<file path="config.mk">
export PLATFORM = sky130hd
export DESIGN_NAME = hlc_regs
export DESIGN_NICKNAME = d
export VERILOG_FILES = /design/src/logic/hlc_pkg.sv /design/src/logic/hlc_regs.sv /design/src/logic/hlc_restart_seq.sv
export SDC_FILE = /design/constraint.sdc
export NUM_CORES = 1
export LEC_CHECK = 0
export BUFFER_PORTS_ARGS = -buffer_cell sky130_fd_sc_hd__buf_2
export CORE_MARGIN = 1
export CORE_UTILIZATION = 30
export DETAILED_ROUTE_END_ITERATION = 10
export GPL_TIMING_DRIVEN = 0
export PLACE_DENSITY = 0.62
export SLEW_MARGIN = 0
export SYNTH_ARGS = -nofsm -noshare
export SYNTH_HDL_FRONTEND = slang
export SYNTH_HIERARCHICAL = 1
export SYNTH_SLANG_ARGS = --single-unit
</file>
<file path="constraint.sdc">
create_clock -name clk -period 8.72 [get_ports clk]
set_clock_uncertainty 0.15 [all_clocks]
set_input_delay 0.872 -clock clk [delete_from_list [all_inputs] [get_ports clk]]
set_output_delay 0.872 -clock clk [all_outputs]
set_load 0.05 [all_outputs]
</file>
<file path="src/logic/hlc_pkg.sv">
// Package: offsets, field positions, reset values and carriers
package hlc_pkg;
	localparam logic [7:0] OFF_ROM_BASE = 8'h34;
	localparam logic [7:0] OFF_FAIL_LO = 8'h38;
	localparam logic [7:0] OFF_FAIL_HI = 8'h3c;
	localparam logic [7:0] OFF_VENDOR = 8'h40;
	localparam logic [7:0] OFF_CTRL_SET = 8'h50;
	localparam logic [7:0] OFF_CTRL_CLR = 8'h54;
	localparam int ROM_BASE_LSB = 10;
	localparam int ROM_OFFS_BITS = 10;
	localparam logic [31:0] ROM_BASE_MASK = 32'hffff_fc00;
	localparam logic [47:0] ROM_WIN_LO = 48'hffff_f000_0400;
	localparam logic [47:0] ROM_WIN_HI = 48'hffff_f000_07ff;
	localparam int BIT_BIB_OK = 31;
	localparam int BIT_KEEP_ORDER = 30;
	localparam int BIT_LATE_ACK = 29;
	localparam int BIT_DRV_OWNS = 23;
	localparam int BIT_PHY_ON = 22;
	localparam int BIT_LPS = 19;
	localparam int BIT_POSTING = 18;
	localparam int BIT_LINK = 17;
	localparam int BIT_RESTART = 16;
	// Implemented control bits; 28:24, 21:20 and 15:0 read zero
	localparam logic [31:0] CTRL_MASK = 32'he0cf_0000;
	localparam logic [31:0] CTRL_RESET = 32'h0000_0000;
	localparam logic [31:0] ROM_BASE_RESET = 32'h0000_0000;
	localparam logic [31:0] VENDOR_VALUE = 32'h0000_0000;
	localparam logic [31:0] FAIL_RESET = 32'h0000_0000;
	localparam int RESTART_CYCLES = 8;
	typedef struct packed {
		logic [47:0] offset;
		logic [15:0] requester;
	} hlc_fail_t;
	typedef struct packed {
		logic bibOk;
		logic keepOrder;
		logic lateAck;
		logic drvOwns;
		logic phyOn;
		logic link_power_state;
		logic posting;
		logic link;
		logic restart;
	} hlc_flags_t;
endpackage

</file>
<file path="src/logic/hlc_regs.sv">
// Host link control registers: ROM map, failed post capture, control flags
// How it works
// RULE1: ROM window quadlet read address is base plus offset low ten bits.
// RULE2: Reserved bits of mapping and control registers always read zero.
// RULE3: Failed posted write stores destination offset low 32 bits.
// RULE4: Failed posted write stores offset upper 16 bits in high 15:0.
// RULE5: Failed posted write stores requester bus/node id in high 31:16.
// RULE6: Vendor identity register reads all zero.
// RULE7: Control flags have a set address and a clear address.
// RULE8: Image flag zero: block ROM reads get type error, no reset update.
// RULE9: Image flag one: block ROM reads served, automatic ROM update on.
// RULE10: Payload bytes swapped when keep order flag is zero.
// RULE11: Late ack flag allows ack_tardy on ROM, forces it elsewhere.
// RULE12: Feature ownership flag loads from EEPROM; software may only clear.
// RULE13: Software touches PHY enhancements only while it owns them.
// RULE14: Software sets feature enable only when owning and link inactive.
// RULE15: Link power state pin follows its flag directly.
// RULE16: Posted writes accepted only while posting flag is one.
// RULE17: Software should change posting flag only while link inactive.
// RULE18: Link inactive disconnects from bus; both resets clear it.
// RULE19: Local restart resets state and registers, stays set until done; the failure capture registers are not reset by it.
// RULE20: Ones set or clear flags, zeros ignored, both addresses read flags.
//
// Added by the designer: the APB slave port.
`timescale 1ns/1ns
`default_nettype none
module hlc_regs #(
	parameter int RESTART_LEN = hlc_pkg::RESTART_CYCLES
) (
	input wire logic clk,
	input wire logic rst,
	input wire logic psel,
	input wire logic penable,
	input wire logic pwrite,
	input wire logic [7:0] paddr,
	input wire logic [31:0] pwdata,
	output logic [31:0] prdata,
	output logic pready,
	output logic pslverr,
	input wire logic eepromLoad,
	input wire logic eepromOwns,
	input wire logic romReq,
	input wire logic romBlock,
	input wire logic [47:0] romOffset,
	output logic [31:0] romHostAddr,
	output logic romAddrValid,
	output logic romTypeError,
	output logic romServe,
	input wire logic busReset,
	output logic romAutoUpdate,
	input wire logic ackReq,
	input wire logic ackIsRom,
	output logic ackTardy,
	input wire logic [31:0] payloadIn,
	output logic [31:0] payloadOut,
	input wire logic postReq,
	output logic postAccept,
	input wire logic postFail,
	input wire hlc_pkg::hlc_fail_t postFailInfo,
	output logic linkPowerState,
	output logic linkConnected,
	output logic phyFeaturesOn,
	output logic restartActive
);
	hlc_pkg::hlc_flags_t flags;
	logic [31:0] ctrl_r;
	logic [31:0] ctrl_nxt;
	logic [31:0] romBase_r;
	logic [31:0] failLo_r;
	logic [31:0] failHi_r;
	logic restartBusy;
	logic restartDone;
	logic [31:0] rdata;

	function automatic logic hit(input logic [7:0] a, input logic [7:0] off);
		hit = (a[7:2] == off[7:2]);
	endfunction

	wire logic access = psel && penable;
	// Writes land only on the edge that completes the transfer
	wire logic wr = access && pwrite && pready;
	wire logic hitBase = hit(paddr, hlc_pkg::OFF_ROM_BASE);
	wire logic hitLo = hit(paddr, hlc_pkg::OFF_FAIL_LO);
	wire logic hitHi = hit(paddr, hlc_pkg::OFF_FAIL_HI);
	wire logic hitVend = hit(paddr, hlc_pkg::OFF_VENDOR);
	wire logic hitSet = hit(paddr, hlc_pkg::OFF_CTRL_SET);
	wire logic hitClr = hit(paddr, hlc_pkg::OFF_CTRL_CLR);
	wire logic mapped = hitBase | hitLo | hitHi | hitVend | hitSet | hitClr;
	wire logic wrSet = wr && hitSet; // RULE7
	wire logic wrClr = wr && hitClr; // RULE7
	wire logic [31:0] setMask = wrSet ? (pwdata & hlc_pkg::CTRL_MASK) : 32'h0;
	wire logic [31:0] clrMask = wrClr ? (pwdata & hlc_pkg::CTRL_MASK) : 32'h0;
	// No set path for ownership; an EEPROM load wins over a clear
	wire logic ownsNxt = eepromLoad ? eepromOwns : // RULE12
		ctrl_r[hlc_pkg::BIT_DRV_OWNS] & ~clrMask[hlc_pkg::BIT_DRV_OWNS];

	assign flags.bibOk = ctrl_r[hlc_pkg::BIT_BIB_OK];
	assign flags.keepOrder = ctrl_r[hlc_pkg::BIT_KEEP_ORDER];
	assign flags.lateAck = ctrl_r[hlc_pkg::BIT_LATE_ACK];
	assign flags.drvOwns = ctrl_r[hlc_pkg::BIT_DRV_OWNS];
	assign flags.phyOn = ctrl_r[hlc_pkg::BIT_PHY_ON];
	assign flags.link_power_state = ctrl_r[hlc_pkg::BIT_LPS];
	assign flags.posting = ctrl_r[hlc_pkg::BIT_POSTING];
	assign flags.link = ctrl_r[hlc_pkg::BIT_LINK];
	assign flags.restart = ctrl_r[hlc_pkg::BIT_RESTART];

	wire logic startRestart = setMask[hlc_pkg::BIT_RESTART] && !restartBusy;

	hlc_restart_seq #(
		.CYCLES(RESTART_LEN)
	) u_restart (
		.clk(clk),
		.rst(rst),
		.start(startRestart),
		.busy(restartBusy),
		.done(restartDone)
	);

	// Set wins over clear on the same bit; ownership flag has no set path
	always_comb begin
		ctrl_nxt = (ctrl_r | setMask) & ~(clrMask & ~setMask); // RULE20
		ctrl_nxt[hlc_pkg::BIT_DRV_OWNS] = ownsNxt; // RULE12
		if (restartDone) begin
			// Restart lands on hardware reset values, ownership kept
			ctrl_nxt = hlc_pkg::CTRL_RESET; // RULE19
			ctrl_nxt[hlc_pkg::BIT_DRV_OWNS] = ownsNxt;
		end else if (restartBusy) begin
			ctrl_nxt[hlc_pkg::BIT_RESTART] = 1'b1; // RULE19
			ctrl_nxt[hlc_pkg::BIT_LINK] = 1'b0; // RULE18
		end
		ctrl_nxt = ctrl_nxt & hlc_pkg::CTRL_MASK; // RULE2
	end

	always_ff @(posedge clk or posedge rst) begin
		if (rst) begin
			ctrl_r <= hlc_pkg::CTRL_RESET; // RULE18
		end else begin
			ctrl_r <= ctrl_nxt;
		end
	end

	// Mapping base; reserved low bits never stored
	always_ff @(posedge clk or posedge rst) begin
		if (rst) begin
			romBase_r <= hlc_pkg::ROM_BASE_RESET;
		end else if (restartDone) begin
			romBase_r <= hlc_pkg::ROM_BASE_RESET; // RULE19
		end else if (wr && hitBase) begin
			romBase_r <= pwdata & hlc_pkg::ROM_BASE_MASK; // RULE2
		end
	end

	// Failure capture; a failure with posting off cannot happen
	always_ff @(posedge clk or posedge rst) begin
		if (rst) begin
			failLo_r <= hlc_pkg::FAIL_RESET;
		end else if (postFail) begin
			failLo_r <= postFailInfo.offset[31:0]; // RULE3
		end
	end

	// Requester id above the offset's upper 16 bits
	always_ff @(posedge clk or posedge rst) begin
		if (rst) begin
			failHi_r <= hlc_pkg::FAIL_RESET;
		end else if (postFail) begin
			failHi_r[15:0] <= postFailInfo.offset[47:32]; // RULE4
			failHi_r[31:16] <= postFailInfo.requester; // RULE5
		end
	end

	wire logic inWindow = (romOffset >= hlc_pkg::ROM_WIN_LO) &&
		(romOffset <= hlc_pkg::ROM_WIN_HI);
	wire logic [31:0] romSum = romBase_r +
		{22'h0, romOffset[hlc_pkg::ROM_OFFS_BITS-1:0]}; // RULE1
	wire logic linkUp = flags.link && !flags.restart;
	wire logic romQuad = romReq && inWindow && !romBlock && linkUp;
	wire logic romBlk = romReq && inWindow && romBlock && linkUp;

	assign rdata = hitBase ? romBase_r :
		hitLo ? failLo_r :
		hitHi ? failHi_r :
		hitVend ? hlc_pkg::VENDOR_VALUE : // RULE6
		(hitSet || hitClr) ? ctrl_r : // RULE20
		32'h0;

	// Answer one cycle into access phase, unmapped gets pslverr
	wire logic answerNxt = access && !pready;
	wire logic errNxt = answerNxt && !mapped;
	// Reads load data every access cycle; writes leave zero behind
	wire logic [31:0] prdataNxt = (psel && !pwrite) ? rdata : 32'h0;

	// Pulse, so a held request is never answered in two cycles running
	always_ff @(posedge clk or posedge rst) begin
		if (rst) begin
			pready <= 1'b0;
		end else begin
			pready <= answerNxt;
		end
	end

	// Error rides with the ready pulse only
	always_ff @(posedge clk or posedge rst) begin
		if (rst) begin
			pslverr <= 1'b0;
		end else begin
			pslverr <= errNxt;
		end
	end

	// Read data stands in the cycle of the ready pulse
	always_ff @(posedge clk or posedge rst) begin
		if (rst) begin
			prdata <= 32'h0;
		end else begin
			prdata <= prdataNxt;
		end
	end

	// Byte lanes reversed unless software asks to keep order
	logic [31:0] swapped;
	genvar lane;
	generate
		for (lane = 0; lane < 4; lane = lane + 1) begin : g_lane
			assign swapped[8*lane +: 8] = payloadIn[8*(3-lane) +: 8]; // RULE10
		end
	endgenerate
	wire logic [31:0] payloadNxt = flags.keepOrder ? payloadIn : swapped;

	// Decoded here, only registered in the blocks below
	wire logic typeErrNxt = romBlk && !flags.bibOk;
	wire logic serveNxt = romBlk && flags.bibOk;
	// No ROM image refresh on bus reset while the image flag is zero
	wire logic autoUpdNxt = busReset && flags.bibOk && linkUp;
	// Tardy on every packet, ROM included; ROM may but need not get it
	wire logic tardyNxt = ackReq && linkUp && flags.lateAck;
	wire logic postOkNxt = postReq && flags.posting && linkUp;
	// Enable meaningful only under driver ownership
	wire logic phyOnNxt = flags.phyOn && flags.drvOwns;

	// Address follows the base every cycle; the valid pulse qualifies it
	always_ff @(posedge clk or posedge rst) begin
		if (rst) begin
			romHostAddr <= 32'h0;
		end else begin
			romHostAddr <= romSum; // RULE1
		end
	end

	// Quad reads only; block reads go to serve or type error
	always_ff @(posedge clk or posedge rst) begin
		if (rst) begin
			romAddrValid <= 1'b0;
		end else begin
			romAddrValid <= romQuad; // RULE1
		end
	end

	// Image not ready yet: refuse block reads
	always_ff @(posedge clk or posedge rst) begin
		if (rst) begin
			romTypeError <= 1'b0;
		end else begin
			romTypeError <= typeErrNxt; // RULE8
		end
	end

	// Image ready: hand block reads to the response unit
	always_ff @(posedge clk or posedge rst) begin
		if (rst) begin
			romServe <= 1'b0;
		end else begin
			romServe <= serveNxt; // RULE9
		end
	end

	// Keeps mapping and header untouched while the image is invalid
	always_ff @(posedge clk or posedge rst) begin
		if (rst) begin
			romAutoUpdate <= 1'b0;
		end else begin
			romAutoUpdate <= autoUpdNxt; // RULE8 RULE9
		end
	end

	// Ack choice waits for the flag, never for the packet kind
	always_ff @(posedge clk or posedge rst) begin
		if (rst) begin
			ackTardy <= 1'b0;
		end else begin
			ackTardy <= tardyNxt; // RULE11
		end
	end

	// One cycle of latency on the payload path
	always_ff @(posedge clk or posedge rst) begin
		if (rst) begin
			payloadOut <= 32'h0;
		end else begin
			payloadOut <= payloadNxt; // RULE10
		end
	end

	// Posting needs both the flag and a live link
	always_ff @(posedge clk or posedge rst) begin
		if (rst) begin
			postAccept <= 1'b0;
		end else begin
			postAccept <= postOkNxt; // RULE16 RULE18
		end
	end

	// Straight copy of the flag, not gated by link state
	always_ff @(posedge clk or posedge rst) begin
		if (rst) begin
			linkPowerState <= 1'b0;
		end else begin
			linkPowerState <= flags.link_power_state; // RULE15
		end
	end

	// Down while restarting even if the link flag is still set
	always_ff @(posedge clk or posedge rst) begin
		if (rst) begin
			linkConnected <= 1'b0;
		end else begin
			linkConnected <= linkUp; // RULE18
		end
	end

	// Hides a stale enable once ownership is cleared
	always_ff @(posedge clk or posedge rst) begin
		if (rst) begin
			phyFeaturesOn <= 1'b0;
		end else begin
			phyFeaturesOn <= phyOnNxt; // RULE13 RULE14
		end
	end

	// Mirrors the self-clearing restart flag
	always_ff @(posedge clk or posedge rst) begin
		if (rst) begin
			restartActive <= 1'b0;
		end else begin
			restartActive <= flags.restart; // RULE19
		end
	end

	// Packet kind not needed: tardy is given alike to ROM and others
	wire logic unusedAckRom = ackIsRom;
endmodule
`default_nettype wire

</file>
<file path="src/logic/hlc_restart_seq.sv">
// Local restart sequencer: holds a pulse-started restart for a fixed time
`timescale 1ns/1ns
`default_nettype none
module hlc_restart_seq #(
	parameter int CYCLES = hlc_pkg::RESTART_CYCLES
) (
	input wire logic clk,
	input wire logic rst,
	input wire logic start,
	output logic busy,
	output logic done
);
	logic [15:0] count_r;
	logic [15:0] count_nxt;
	logic busy_nxt;
	wire logic lastCycle = busy && (count_r == 16'h0001);
	assign count_nxt = start && !busy ? CYCLES[15:0] :
		busy ? count_r - 16'h0001 : count_r;
	assign busy_nxt = (start && !busy) || (busy && !lastCycle);
	always_ff @(posedge clk or posedge rst) begin
		if (rst) begin
			count_r <= 16'h0000;
			busy <= 1'b0;
			done <= 1'b0;
		end else begin
			count_r <= count_nxt;
			busy <= busy_nxt;
			done <= lastCycle;
		end
	end
endmodule
`default_nettype wire

</file>
==> reports/qor.csv <==
stage,metric,value,unit
critical_path,crit_type,in2reg,
route,detail-route-antenna-nets,0,
run_status,status,"complete, no violations",
synth,syn_area,8660,um2
route,drc,0,
pwr,p_int,1.81,mW
synth,ys.flop_type,dfrtp_1,
synth,synth.distinct_cells,55,
timing,slew_headroom,48.3,%
clock_tree,htreeDepth,1,
floorplanning,io_pins,306,
floorplanning,core-area,28100,um2
pwr,p_seq_share,46.1,%
placement,dp_hpwl,18.0,mm
synth,ys_ff_latch,221,
pwr,switching_share,25.0,%
grt,grt_antenna_before_repair,11,
critical_path,worstSetupStartpointType,input pin,
critical_path,r2r_start,pready,
clock_tree,clkLatencyLatePin,0.51,ns
grt,gr-usage-all-layers,16.4,%
critical_path,critPathMaxStageDelay,0.43,ns
timing,min_period,2.78,ns
floorplanning,die_y,172,um
clock_tree,clkSlewWorstSetupHoldPaths,0.06,ns
synth,ys_seq_area_share,63.8,%
synth,syn_area_per_cell,13.7,um2
clock_tree,cts_root_buf,clkbuf_16,
clock_tree,post-cts-setup-buffers,0,
route,routed_wl,24.3,mm
critical_path,cp-end-kind,flop,
route,wl_per_cell,17.9,um
placement,gp_congestion,0.755,
synth,syn-num-nets,833,
route,drt_pass1_iterations,6,
worst_hold_path,worstHoldPathType,in2async,
critical_path,path_buf_inv,3,
clock_tree,postCtsHoldBufs,0,
placement,io_buffer_count,290,
critical_path,arrival,3.01,ns
grt,grt_pass1_wl,36.7,mm
pwr,power.density,211,nW/um2
synth,synth.most_common_cell,dfrtp_1,
floorplanning,initial_core_util,30.8,%
route,vias_per_cell,4.66,
synth,yosys.area.top_type_share,63.8,%
synth,synthCells,633,
cells_and_area,num-nets-final,1152,
pwr,peakVddDrop,0.112,mV
synth,synth_area_leaders,"dfrtp_1 64%, mux2_2 13%, mux2i_1 2.4%",
synth,yosysTopAreaCell,dfrtp_1,
timing,setup_viol,0,
timing,rsz0062_at_grt,no,
synth,ys_top_cells_by_count,"221 x dfrtp_1, 98 x mux2_2, 46 x nor2_1, 32 x nand2_1",
grt,grt_max_degree,127,
pwr,p_leak,5.63,nW
critical_path,crit_fanout,10,
synth,synth_warnings,6,
pwr,p_sw,0.603,mW
floorplanning,dieArea,29600,um2
clock_tree,cts_sinks,221,
floorplanning,die_x,172,um
pwr,p_comb_share,11.3,%
cells_and_area,drive_gt1_share,47.3,%
grt,grt-ovfl-total,0,
timing,finalHoldViolCount,0,
cells_and_area,area_delta_synth_final,32.4,%
synth,synthArstFlopShare,100,%
critical_path,critPathTopFamily,simple AND/OR/NAND/NOR gates,
timing,finalMaxSlewViolations,0,
route,drt_iter0_drc,255,
timing,fmax,359,MHz
grt,grt_pass1_vias,6402,
timing,min_period_over_period,31.9,%
clock_tree,cts_resized,0,
critical_path,reg2reg_depth,8,
timing,worstMarginPinSlew,0.776,ns
route,vias,6297,
critical_path,r2r_end,u_restart/count_r[6],
clock_tree,cts_max_path_buffers,3,
clock_tree,tritoncts,built,
clock_tree,numCtsBuffers,25,
timing,holdWs,0.102,ns
flow_run,maxCapViolations,0,
synth,synth_edf_count,0,
critical_path,cp.required,8.95,ns
cells_and_area,final_cell_area,11500,um2
floorplanning,rows,61,
pwr,clkPwrFrac,42.6,%
critical_path,r2r_slack,6.48,ns
critical_path,cpMaxStageDelayCell,nor3_1,
placement,dpl_cell_area,10600,um2
critical_path,crit_chain,"buf_2, or2_2, nor3_1, buf_2, nand2_1, nor3_1, nand2b_1, clkbuf_8, o311ai_1, o41ai_1",
## placed cells by master (no fill, tap or decap), types with 18 or more instances in the layout
master / n
mux2_2: 98
a22o_1: 22
clkbuf_16: 25
clkbuf_1: 27
dfrtp_1: 221
nor4_1: 18
nand2_1: 32
buf_2: 296
nor2_1: 46
a21oi_1: 21
mux2i_1: 21
## routing by layer
| layer | up-vias | wire (um) | global-route usage (%) |
|---|---|---|---|
| met5 | - | 62 | 0 |
| met4 | 8 | 408 | 4.04 |
| met3 | 43 | 1720 | 4.62 |
| met2 | 191 | 11700 | 27.3 |
| met1 | 3133 | 10400 | 20.8 |
| li1 | 2922 | - | - |
## stage by stage
step | setup TNS (ns) | util [%] | cells | setup WS [ns] | power, mW
global placement | -55.12 | 37.7 | 1301 | -0.294 | 1.40
CTS | 0 | 40.8 | 1346 | 5.96 | 2.46
finish | 0 | 40.8 | 1352 | 5.94 | 2.42
detailed placement | 0 | 37.9 | 1303 | 5.45 | 1.41
global route | 0 | 40.8 | 1348 | 5.74 | 2.52
floorplan | 0 | - | 633 | 2.16 | 1.30
## cell families after synthesis
logic type | after synthesis | synth area share [%]
AOI/OAI and AO/OA | 93 | 7.53
adders and majority gates | 2 | 0.289
buffers and inverters | 43 | 2.41
DFF | 221 | 63.8
muxes | 119 | 15.2
and+or+nand+nor | 155 | 10.8
## worst max path at each step
stage	from	end	slack [ns]	depth (start not counted)
after floorplan	rst	ackTardy	2.16	1
after global placement	rst	prdata[21]	-0.29	2
after detailed placement	paddr[3]	u_restart/count_r[6]	5.45	10
after CTS	paddr[3]	u_restart/count_r[6]	5.96	10
after global routing	paddr[3]	u_restart/count_r[6]	5.74	10
final	paddr[3]	u_restart/count_r[6]	5.94	10
## power groups by stage
| stage | Clock [mW] | Combinational, mW | Sequential (mW) |
|---|---|---|---|
| 2_1_floorplan | 0 | 0.108 | 1.19 |
| 3_3_place_gp | 0 | 0.269 | 1.13 |
| 3_5_place_dp | 0 | 0.277 | 1.13 |
| 4_1_cts | 1.07 | 0.277 | 1.12 |
| 5_1_grt | 1.10 | 0.298 | 1.12 |
| 6_report | 1.03 | 0.273 | 1.11 |
## worst register-to-register path: cells and delay by family (launching register included)
family                 cells  cell delay (ns)
flip-flops                 1             0.36
AND/OR/NAND/NOR            5             1.22
buffers and inverters      1             0.20
AO/OA/AOI/OAI              2             0.19
## area by class of cell
class	count	area, um2
diodes	6	15.0
plain buffers	35	179
clock buffers	35	713
clock inverters	8	92.6
fillers	2766	16600
inverters	8	37.5
multi-input cells	369	2920
flip-flops and latches	221	5530
well taps	378	473
repair buffers	292	1510
## registers in the layout, indices dropped and copies added, names as in the netlist, 9 cells and up
| register | flops |
|---|---|
| ctrl_r | 9 |
| failHi_r | 32 |
| failLo_r | 32 |
| payloadOut | 32 |
| prdata | 32 |
| romBase_r | 22 |
| romHostAddr | 32 |
| u_restart/count_r | 16 |
Power figures use the tool's default switching activity.
